--- config.mk ---
export PLATFORM = sky130hd
export DESIGN_NAME = pio_ports
export DESIGN_NICKNAME = d
export VERILOG_FILES = /design/src/rtl/pio_pkg.sv /design/src/rtl/pio_pin_sync.sv /design/src/rtl/pio_ports.sv
export SDC_FILE = /design/constraint.sdc
export NUM_CORES = 1
export LEC_CHECK = 0
export ABC_AREA = 1
export ABC_CLOCK_PERIOD_IN_PS = 1600
export BUFFER_PORTS_ARGS = -buffer_cell sky130_fd_sc_hd__buf_2
export CORE_MARGIN = 1.5
export CORE_UTILIZATION = 49
export DETAILED_ROUTE_END_ITERATION = 16
export GPL_TIMING_DRIVEN = 1
export PLACE_DENSITY = 0.76
export REMOVE_ABC_BUFFERS = 1
export SLEW_MARGIN = 20
export SYNTH_ARGS = -nofsm -noshare
export SYNTH_HDL_FRONTEND = slang
export SYNTH_HIERARCHICAL = 1
export SYNTH_SLANG_ARGS = --single-unit
--- constraint.sdc ---
create_clock -name clk_sys -period 1.6 [get_ports clk_sys]
set_input_delay 0.08 -clock clk_sys [delete_from_list [all_inputs] [get_ports clk_sys]]
set_output_delay 0.08 -clock clk_sys [all_outputs]
set_load 0.1 [all_outputs]
--- src/rtl/pio_pkg.sv ---
// Constants and carrier types for the parallel port block
package pio_pkg;

    localparam int unsigned PIO_PORT_W       = 8;
    localparam int unsigned PIO_APB_AW       = 12;
    localparam int unsigned PIO_APB_DW       = 32;

    // Register indices; byte address is four times the index
    localparam logic [2:0]  PIO_IDX_A_PINS   = 3'h0;
    localparam logic [2:0]  PIO_IDX_B_PINS   = 3'h1;
    localparam logic [2:0]  PIO_IDX_C_PINS   = 3'h2;
    localparam logic [2:0]  PIO_IDX_D_PINS   = 3'h3;
    localparam logic [2:0]  PIO_IDX_A_DIR    = 3'h4;
    localparam logic [2:0]  PIO_IDX_B_DIR    = 3'h5;
    localparam logic [2:0]  PIO_IDX_C_DIR    = 3'h6;

    // Address split: word index field and decoded upper range
    localparam int unsigned PIO_IDX_LSB      = 2;
    localparam int unsigned PIO_IDX_MSB      = 4;

    // Direction reset: every pin an input
    localparam logic [7:0]  PIO_DIR_RESET    = 8'h00;
    localparam logic [31:0] PIO_RDATA_RESET  = 32'h0000_0000;

    // Input-only port field positions by shared serial unit
    localparam int unsigned PIO_TWO_WIRE_LSB = 6;
    localparam int unsigned PIO_SYNC_SER_LSB = 2;
    localparam int unsigned PIO_ASYNC_SER_LSB = 0;

    // Input synchroniser depth
    localparam int unsigned PIO_SYNC_STAGES  = 3;

    typedef struct packed {
        logic [7:0] port_a_pins;
        logic [7:0] port_b_pins;
        logic [7:0] port_c_pins;
    } pio_pins_t;

    typedef struct packed {
        logic [1:0] inputPortBitsTwoWire;
        logic [3:0] inputPortBitsSyncSerial;
        logic [1:0] inputPortBitsAsyncSerial;
    } pio_serial_t;

    typedef struct packed {
        logic        psel;
        logic        penable;
        logic        pwrite;
        logic [11:0] paddr;
        logic [31:0] pwdata;
        logic [3:0]  pstrb;
    } pio_apb_req_t;

    typedef struct packed {
        logic [31:0] prdata;
        logic        pready;
        logic        pslverr;
    } pio_apb_rsp_t;

endpackage

--- src/rtl/pio_pin_sync.sv ---
// Three-stage input synchroniser with agreement filter
`timescale 1ns/1ps
`default_nettype none
module pio_pin_sync #(
    parameter int unsigned WIDTH = 8
) (
    input  wire logic             clk_sys,
    input  wire logic             resetn,
    input  wire logic [WIDTH-1:0] pinRaw,
    output logic      [WIDTH-1:0] pinStable
);
    import pio_pkg::*;

    typedef struct packed {
        logic [WIDTH-1:0] stage1;
        logic [WIDTH-1:0] stage2;
        logic [WIDTH-1:0] stage3;
        logic [WIDTH-1:0] stable;
    } pio_sync_state_t;

    pio_sync_state_t st_ff;
    pio_sync_state_t nxt_st;

    always_comb begin
        nxt_st        = st_ff;
        nxt_st.stage1 = pinRaw;
        nxt_st.stage2 = st_ff.stage1;
        nxt_st.stage3 = st_ff.stage2;
        // A bit changes only once stages two and three agree
        for (int i = 0; i < WIDTH; i++) begin
            if (st_ff.stage2[i] == st_ff.stage3[i]) begin
                nxt_st.stable[i] = st_ff.stage3[i];
            end
        end
    end

    always_ff @(posedge clk_sys or negedge resetn) begin
        if (!resetn) begin
            st_ff <= '0;
        end else begin
            st_ff <= nxt_st;
        end
    end

    assign pinStable = st_ff.stable;

endmodule
`default_nettype wire

--- src/rtl/pio_ports.sv ---
// Four parallel ports with APB register access
//
// Design decision made here: register access over APB.
`timescale 1ns/1ps
`default_nettype none
module pio_ports #(
    parameter int unsigned PORT_W = 8
) (
    input  wire logic                  clk_sys,
    input  wire logic                  resetn,
    // APB slave
    input  wire logic                  psel,
    input  wire logic                  penable,
    input  wire logic                  pwrite,
    input  wire logic [11:0]           paddr,
    input  wire logic [31:0]           pwdata,
    input  wire logic [3:0]            pstrb,
    output logic      [31:0]           prdata,
    output logic                       pready,
    output logic                       pslverr,
    // Bidirectional port pins
    input  wire pio_pkg::pio_pins_t    pinIn,
    output logic      [23:0]           pinOutBits,
    output logic      [23:0]           pinOeBits,
    // Input-only port and its serial users
    input  wire logic [PORT_W-1:0]     portDIn,
    output logic      [7:0]            serialTapBits
);
    import pio_pkg::*;

    ////////////////////////////////////////////////////////////////////
    // State

    typedef enum {
        PIO_BUS_IDLE,
        PIO_BUS_ANSWER
    } pio_bus_state_t;

    typedef struct packed {
        pio_bus_state_t busState;
        logic [7:0]     portAData;
        logic [7:0]     portBData;
        logic [7:0]     portCData;
        logic [7:0]     portDData;
        logic [7:0]     portADir;
        logic [7:0]     portBDir;
        logic [7:0]     portCDir;
        logic [31:0]    rdata;
        logic           ready;
        logic           slvErr;
    } pio_state_t;

    pio_state_t st_ff;
    pio_state_t nxt_st;

    ////////////////////////////////////////////////////////////////////
    // Pin input synchronisers

    pio_pins_t        pinSync;
    logic [PORT_W-1:0] portDSync;

    pio_pin_sync #(
        .WIDTH (8)
    ) u_sync_a (
        .clk_sys   (clk_sys),
        .resetn    (resetn),
        .pinRaw    (pinIn.port_a_pins),
        .pinStable (pinSync.port_a_pins)
    );

    pio_pin_sync #(
        .WIDTH (8)
    ) u_sync_b (
        .clk_sys   (clk_sys),
        .resetn    (resetn),
        .pinRaw    (pinIn.port_b_pins),
        .pinStable (pinSync.port_b_pins)
    );

    pio_pin_sync #(
        .WIDTH (8)
    ) u_sync_c (
        .clk_sys   (clk_sys),
        .resetn    (resetn),
        .pinRaw    (pinIn.port_c_pins),
        .pinStable (pinSync.port_c_pins)
    );

    pio_pin_sync #(
        .WIDTH (PORT_W)
    ) u_sync_d (
        .clk_sys   (clk_sys),
        .resetn    (resetn),
        .pinRaw    (portDIn),
        .pinStable (portDSync)
    );

    ////////////////////////////////////////////////////////////////////
    // Bus carriers

    pio_apb_req_t apbReq;
    pio_apb_rsp_t apbRsp;

    always_comb begin
        apbReq.psel    = psel;
        apbReq.penable = penable;
        apbReq.pwrite  = pwrite;
        apbReq.paddr   = paddr;
        apbReq.pwdata  = pwdata;
        apbReq.pstrb   = pstrb;
    end

    always_comb begin
        apbRsp.prdata  = st_ff.rdata;
        apbRsp.pready  = st_ff.ready;
        apbRsp.pslverr = st_ff.slvErr;
    end

    ////////////////////////////////////////////////////////////////////
    // Address decode

    logic [2:0] regIdx;
    logic       addrInRange;
    logic       isAccess;
    logic       isWrite;
    logic       lane0Write;

    always_comb begin
        regIdx      = apbReq.paddr[PIO_IDX_MSB:PIO_IDX_LSB];
        // Word-aligned, inside the seven-word window
        addrInRange = (apbReq.paddr[1:0] == 2'b00)
                   && (apbReq.paddr[11:PIO_IDX_MSB+1] == '0)
                   && (regIdx <= PIO_IDX_C_DIR);
        isAccess    = apbReq.psel && apbReq.penable;
        isWrite     = isAccess && apbReq.pwrite && st_ff.ready;
        lane0Write  = isWrite && apbReq.pstrb[0] && addrInRange;
    end

    ////////////////////////////////////////////////////////////////////
    // Write strobes, one per writable register

    typedef struct packed {
        logic aData;
        logic bData;
        logic cData;
        logic aDir;
        logic bDir;
        logic cDir;
    } pio_wr_en_t;

    pio_wr_en_t wrEn;

    always_comb begin
        wrEn       = '0;
        wrEn.aData = lane0Write && (regIdx == PIO_IDX_A_PINS);
        wrEn.bData = lane0Write && (regIdx == PIO_IDX_B_PINS);
        wrEn.cData = lane0Write && (regIdx == PIO_IDX_C_PINS);
        wrEn.aDir  = lane0Write && (regIdx == PIO_IDX_A_DIR);
        wrEn.bDir  = lane0Write && (regIdx == PIO_IDX_B_DIR);
        wrEn.cDir  = lane0Write && (regIdx == PIO_IDX_C_DIR);
    end

    ////////////////////////////////////////////////////////////////////
    // Read mux

    function automatic logic [7:0] pinView(
        input logic [7:0] dataReg,
        input logic [7:0] dirReg,
        input logic [7:0] pinLevel
    );
        // Outputs show the latch, inputs show the pin
        pinView = (dataReg & dirReg) | (pinLevel & ~dirReg);
    endfunction

    logic [7:0] viewA;
    logic [7:0] viewB;
    logic [7:0] viewC;

    always_comb begin
        viewA = pinView(st_ff.portAData, st_ff.portADir, pinSync.port_a_pins);
        viewB = pinView(st_ff.portBData, st_ff.portBDir, pinSync.port_b_pins);
        viewC = pinView(st_ff.portCData, st_ff.portCDir, pinSync.port_c_pins);
    end

    logic [7:0] readByte;
    logic       readErr;

    always_comb begin
        readByte = '0;
        readErr  = 1'b0;
        case (regIdx)
            PIO_IDX_A_PINS: begin
                readByte = viewA;
            end
            PIO_IDX_B_PINS: begin
                readByte = viewB;
            end
            PIO_IDX_C_PINS: begin
                readByte = viewC;
            end
            PIO_IDX_D_PINS: begin
                readByte = st_ff.portDData;
            end
            PIO_IDX_A_DIR: begin
                readByte = st_ff.portADir;
            end
            PIO_IDX_B_DIR: begin
                readByte = st_ff.portBDir;
            end
            PIO_IDX_C_DIR: begin
                readByte = st_ff.portCDir;
            end
            default: begin
                readErr  = 1'b1;
            end
        endcase
        if (!addrInRange) begin
            readByte = '0;
            readErr  = 1'b1;
        end
    end

    ////////////////////////////////////////////////////////////////////
    // Answer to the access now seen

    logic        wrRefused;
    logic        ansErr;
    logic [31:0] ansData;

    always_comb begin
        // Writes to the input-only port are refused
        wrRefused = apbReq.pwrite && (regIdx == PIO_IDX_D_PINS);
        ansErr    = readErr || wrRefused;
        ansData   = apbReq.pwrite ? PIO_RDATA_RESET : {24'h00_0000, readByte};
    end

    ////////////////////////////////////////////////////////////////////
    // Next state

    always_comb begin
        nxt_st = st_ff;

        // Input-only port samples its pins every cycle
        nxt_st.portDData = portDSync[7:0];

        case (st_ff.busState)
            PIO_BUS_IDLE: begin
                nxt_st.ready  = 1'b0;
                nxt_st.slvErr = 1'b0;
                if (isAccess) begin
                    // One wait state so the answer leaves a flop
                    nxt_st.busState = PIO_BUS_ANSWER;
                    nxt_st.ready    = 1'b1;
                    nxt_st.slvErr   = ansErr;
                    nxt_st.rdata    = ansData;
                end
            end
            PIO_BUS_ANSWER: begin
                nxt_st.busState = PIO_BUS_IDLE;
                nxt_st.ready    = 1'b0;
                nxt_st.slvErr   = 1'b0;
                nxt_st.rdata    = PIO_RDATA_RESET;
            end
            default: begin
                nxt_st.busState = PIO_BUS_IDLE;
                nxt_st.ready    = 1'b0;
                nxt_st.slvErr   = 1'b0;
            end
        endcase

        // Writes land at the completing edge only
        if (wrEn.aData) begin
            nxt_st.portAData = apbReq.pwdata[7:0];
        end
        if (wrEn.bData) begin
            nxt_st.portBData = apbReq.pwdata[7:0];
        end
        if (wrEn.cData) begin
            nxt_st.portCData = apbReq.pwdata[7:0];
        end
        if (wrEn.aDir) begin
            nxt_st.portADir = apbReq.pwdata[7:0];
        end
        if (wrEn.bDir) begin
            nxt_st.portBDir = apbReq.pwdata[7:0];
        end
        if (wrEn.cDir) begin
            nxt_st.portCDir = apbReq.pwdata[7:0];
        end
    end

    ////////////////////////////////////////////////////////////////////
    // State register

    always_ff @(posedge clk_sys or negedge resetn) begin
        if (!resetn) begin
            // Directions forced to input; data latches untouched
            st_ff.portADir <= PIO_DIR_RESET;
            st_ff.portBDir <= PIO_DIR_RESET;
            st_ff.portCDir <= PIO_DIR_RESET;
            st_ff.busState <= PIO_BUS_IDLE;
            st_ff.rdata    <= PIO_RDATA_RESET;
            st_ff.ready    <= 1'b0;
            st_ff.slvErr   <= 1'b0;
        end else begin
            st_ff          <= nxt_st;
        end
    end

    ////////////////////////////////////////////////////////////////////
    // Outputs

    assign prdata  = apbRsp.prdata;
    assign pready  = apbRsp.pready;
    assign pslverr = apbRsp.pslverr;

    // Pins A to C carry only the port latch, no other function
    assign pinOutBits = {st_ff.portAData, st_ff.portBData, st_ff.portCData};
    assign pinOeBits  = {st_ff.portADir, st_ff.portBDir, st_ff.portCDir};

    // Serial units see the input-only port in three groups
    pio_serial_t serialTap;

    always_comb begin
        serialTap.inputPortBitsTwoWire     = st_ff.portDData[PIO_TWO_WIRE_LSB +: 2];
        serialTap.inputPortBitsSyncSerial  = st_ff.portDData[PIO_SYNC_SER_LSB +: 4];
        serialTap.inputPortBitsAsyncSerial = st_ff.portDData[PIO_ASYNC_SER_LSB +: 2];
    end

    assign serialTapBits = serialTap;

endmodule
`default_nettype wire

Word-level counts from Yosys, hierarchy flattened
Cells that the tools add are included.
{"block": "totals", "reg_bits": 250, "latchBits": 0, "ram_bits": 0, "rom_bits": 0, "mem_count": 0}
{"block": "op_classes", "n_addsub": 0, "n_mul": 0, "n_div": 0, "n_lt_le_gt_ge": 1, "eq_ne": 40, "shift": 0, "n_mux": 10, "n_bitwise": 12, "n_reduce_logical": 25}
{"operator": "$mux 32", "count": 2}
{"operator": "$pmux 32 s2", "count": 1}
{"operator": "$pmux 8 s7", "count": 1}
{"operator": "$and 8x8->8", "count": 6}
{"operator": "$mux 34", "count": 1}
{"operator": "$eq 1x1->1", "count": 32}
{"operator": "$eq 32x1->1 const B", "count": 1}
{"operator": "$logic_not 32->1", "count": 1}
{"operator": "$not 8->8", "count": 3}
{"operator": "$or 8x8->8", "count": 3}
{"operator": "$mux 8", "count": 2}
{"operator": "$logic_and 1x1->1", "count": 14}
{"operator": "$eq 3x3->1 const B", "count": 3}
{"operator": "$reduce_and 2->1", "count": 4}
{"operator": "$logic_not 7->1", "count": 1}
{"operator": "$reduce_or 7->1", "count": 1}
{"operator": "$eq 3x2->1 const B", "count": 2}
{"operator": "$eq 3x1->1 const B", "count": 1}
{"operator": "$le 3x3->1 const B", "count": 1}
{"operator": "$logic_not 3->1", "count": 1}
{"operator": "$logic_not 2->1", "count": 1}
{"operator": "$mux 1", "count": 2}
{"operator": "$mux 2", "count": 1}
{"operator": "$ne 2x2->1 const B", "count": 1}
{"operator": "other kinds (2)", "count": 2}

Logic depth before layout (Yosys ltp)
{"block": "depth", "ltp_word": 8, "mapped_depth": 9, "depth_no_buf": 9}

Cells and area by module
Netlist, hierarchy kept.
{"module": "pio_ports", "n_inst": 1, "cells_each": 490, "area_each_um2": 4051.4, "seq_area_each_um2": 1836.8}
{"module": "pio_pin_sync", "n_inst": 4, "cells_each": 72, "area_each_um2": 991.0, "seq_area_each_um2": 800.8}

Worst setup path after synthesis
Ideal clock, no wire load.
{"block": "synth_path", "kind": "register to register", "start": "reg st_ff (netlist bit pready)", "end": "reg st_ff (netlist bit pinOutBits[0]), enable pin", "setup_time_ns": 0.370, "t_arrival_ns": 1.990, "setup_slack_ns": -0.760, "stages_incl_launch_ff": 5, "n_path_buf": 0, "period_less_slack_ns": 2.360, "cell_sequence": "dfrtp_1 nand3_1 nor2_4 nand3_1 nor2_1"}
{"block": "synth_via", "elab_chain_len": 5}
{"item": "start, declared", "line_no": "pio_ports.sv:53", "text": "pio_state_t st_ff;"}
{"item": "start signal, assigned", "line_no": "pio_ports.sv:306", "text": "st_ff <= nxt_st;"}
{"item": "$logic_and 1x1->1", "line_no": "pio_ports.sv:135", "text": "isWrite = isAccess && apbReq.pwrite && st_ff.ready;"}
{"item": "$logic_and 1x1->1 (2 in a row)", "line_no": "pio_ports.sv:136", "text": "lane0Write = isWrite && apbReq.pstrb[0] && addrInRange;"}
{"item": "$logic_and 1x1->1", "line_no": "pio_ports.sv:157", "text": "wrEn.cData = lane0Write && (regIdx == PIO_IDX_C_PINS);"}
{"item": "$reduce_and 2->1 (no source line)"}
Every way passes these cells.
A chain may end at the register's enable or synchronous reset.

Worst setup path in the final report
{"block": "layout_path", "start": "reg st_ff (netlist bit pinOeBits[9])", "end": "out pinOeBits[9]"}
{"item": "end, declared", "line_no": "pio_ports.sv:24", "text": "output logic [23:0] pinOeBits,"}
No word-level cell between the ends.

==> metrics.cfg <==
[critical_path]
cp_data_required_time_ns = 1.52
slowest_delay_ns = 0.48
ff2ff_setup_slack_ns = 0.20
ff2ff_path_depth = 5
cp_num_buf_inv = 1
crit_chain = buf_2
endpoint = pinOeBits[9]
critPathCaptureType = output pin
crit_type = register to output pin
crit_start = pinOeBits[9]
cp.depth = 1
r2r_end = pinOutBits[15]
r2r_start = pready
arrival_ns = 1.35
cpLargestDelayFamily = buffers and inverters
cp_slowest_cell = buf_2
start_kind = register
path_max_fanout = 5

[die]
core_um2 = 15900
rows = 46
die_area_um2 = 17100
die_x_um = 131
io-pin-count = 175
initial_core_util_pct = 50.3
die_height_um = 131

[yosys]
seq_area_frac_synth_pct = 62.9
synth-seq-cells = 195
syn_area_per_cell_um2 = 10.3
yosysUniqueCellTypes = 20
ys_warn_count = 6
synthesis.area_um2 = 8020
syn_inst = 778

[finish]
instances_no_fill = 1108
stdcell_area_um2 = 9280
syn_to_final_growth_pct = 15.7
layout-drive-gt1-share_pct = 21.7
final_net_count = 964
n_antenna_cell = 0
num-fill-cells = 1356

[clocking]
clk_pin_slew_worst_paths_ns = 0.06
cts.root.buffer_cell = clkbuf_16
ctsResizeCount = 0
clock_sinks = 195
clk_latency_ns = 0.42
cts_buffers = 17
htree_levels = 4
clk_path_buf_depth = 2
cts_tree = yes
cts_setup_buffers = 0

[route]
wire_per_inst_um = 15.2
viasPerCell = 4.84
drtPass1Iterations = 7
num_vias = 5361
final_antenna_net_count = 0
dr.first_iter.drc_count = 398
drt_wl_total_um = 16900
drc_errors = 0

[placement]
io_buffers = 123
gp_congestion = 0.880
place_inst = 1035
dpl_cell_area_um2 = 8240
dp_hpwl_um = 11900

[worst_hold_path]
hold_class = input port to register

[timing]
fin_tns_setup_ns = 0
slew_headroom_pct = 63.9
fin_crit_sh_pct = 89.1
post-route-min-period_ns = 1.43
setup_violations = 0
worstMarginPinSlew_ns = 0.541
skew_ns = 0.00637
hold_viol = 0
fmax_mhz = 702
slew_violations = 0
rsz0062_at_grt = no

[grt]
grt_pass1_vias = 5196
antenna_found_initial = 0
grtUsageTotal_pct = 21.2
grt_pass1_wl_um = 26500
overflow = 0
grt_start_max_net_pins = 79

[power_and_ir_drop]
leakagePower_nw = 4.62
ir_drop_mv = 1.22
power.total_mw = 10.9
powerDensity_nw_per_um2 = 1170

[status]
outcome = finished clean

[flow_run]
maxCapViolations = 0

## flip-flops by register name, indices dropped and copies added, names as in the netlist
| name | cells |
|---|---|
| u_sync_b/nxt_st | 16 |
| u_sync_a/nxt_st | 16 |
| u_sync_c/nxt_st | 16 |
| u_sync_d/nxt_st | 16 |
| u_sync_a/st_ff | 8 |
| u_sync_b/pinStable | 8 |
| st_ff | 1 |
| u_sync_d/st_ff | 8 |
| u_sync_d/pinStable | 8 |
| u_sync_c/pinStable | 8 |
| pinOeBits | 24 |
| serialTapBits | 8 |
| u_sync_a/pinStable | 8 |
| pinOutBits | 24 |
| u_sync_b/st_ff | 8 |
| prdata | 8 |
| pready | 1 |
| pslverr | 1 |
| u_sync_c/st_ff | 8 |
## per-layer routing
metal | wire length [um] | track usage [%] | up-vias
li1 | - | - | 2550
met1 | 6840 | 26.8 | 2564
met2 | 8460 | 34.8 | 231
met3 | 1350 | 6.72 | 16
met4 | 203 | 6.79 | 0
met5 | 0 | 0 | -
## how the worst min path moves through the flow
stage,to,startpoint,depth (start not counted),slack [ns]
after global routing,st_ff[90],penable,3,0.02
after global placement,u_sync_c/nxt_st[16],resetn,2,0.15
after floorplan,pinOeBits[0],resetn,0,-0.22
after detailed placement,u_sync_c/nxt_st[16],resetn,2,0.15
after CTS,pready,penable,3,0.004
final,st_ff[90],penable,3,0.02
## placed cells by master (no fill, tap or decap), drive strengths merged, types with 18 or more instances in the layout
master       synthesis  final
nand2              214    214
dfrtp              163    163
buf                131    149
inv                 64     65
nor2                62     62
a21oi               41     41
dlygate4sd3          0     41
nand4               40     40
edfxtp              32     32
clkbuf               0     25
conb                 1     24
nand3               18     18
## through the flow
step | utilization [%] | setup WS (ns) | hold WS [ns]
after global routing | 58.2 | 0.0698 | 0.0206
after floorplan | - | -1.00 | -0.216
after CTS | 58.2 | 0.166 | 0.00366
after global placement | 51.7 | 0.160 | 0.150
final | 58.2 | 0.175 | 0.0200
after detailed placement | 51.7 | 0.143 | 0.150
## Yosys cell counts
cell      number  share of area (%)
a21oi_1       41                2.6
buf_2          4               0.25
buf_4        124                 12
buf_6          3               0.42
conb_1         1              0.047
dfrtp_1      163                 51
edfxtp_1      32                 12
inv_1         62                2.9
inv_2          2              0.094
nand2_1      214                 10
nand3_1       12               0.75
nand3_2        3               0.37
nand3_4        3               0.66
nand4_1       40                3.1
nor2_1        56                2.6
nor2_2         4               0.31
nor2_4         2               0.28
nor3_2         1               0.12
nor3_4         2               0.41
o21ai_0        9               0.56
## report_power, final
| group | leakage, nW | switching (mW) | internal [mW] |
|---|---|---|---|
| clock network | 0.303 | 1.75 | 2.68 |
| registers | 2.28 | 0.147 | 5.28 |
| logic | 2.03 | 0.754 | 0.273 |
## final cells by class
cell class	instances	area, um^2	area share (%)
Clock buffer	25	507	5.46
Tap cell	216	270	2.91
Inverter	64	240	2.59
Sequential cell	195	5040	54.3
Multi-Input combinational cell	411	1840	19.8
Timing Repair Buffer	190	1260	13.6
Clock inverter	7	118	1.27
## tightest hold or removal path: cells and delay by family
kind,cells,cell delay (ns)
buffers and inverters,1,0.11
and+or+nand+nor,2,0.21
## kinds of logic after synthesis
family / synth area share [%]
other: 0.0468
flip-flops: 62.9
AO/OA/AOI/OAI: 3.12
AND/OR/NAND/NOR: 18.7
buffers and inverters: 15.3
## what timing repair did
action / CTS / global route
setup endpoints to repair: 0 / 0
hold buffers: 41 / 0
hold endpoints to repair: 148 / 0
Note: power is estimated with default switching activity, not from simulation.
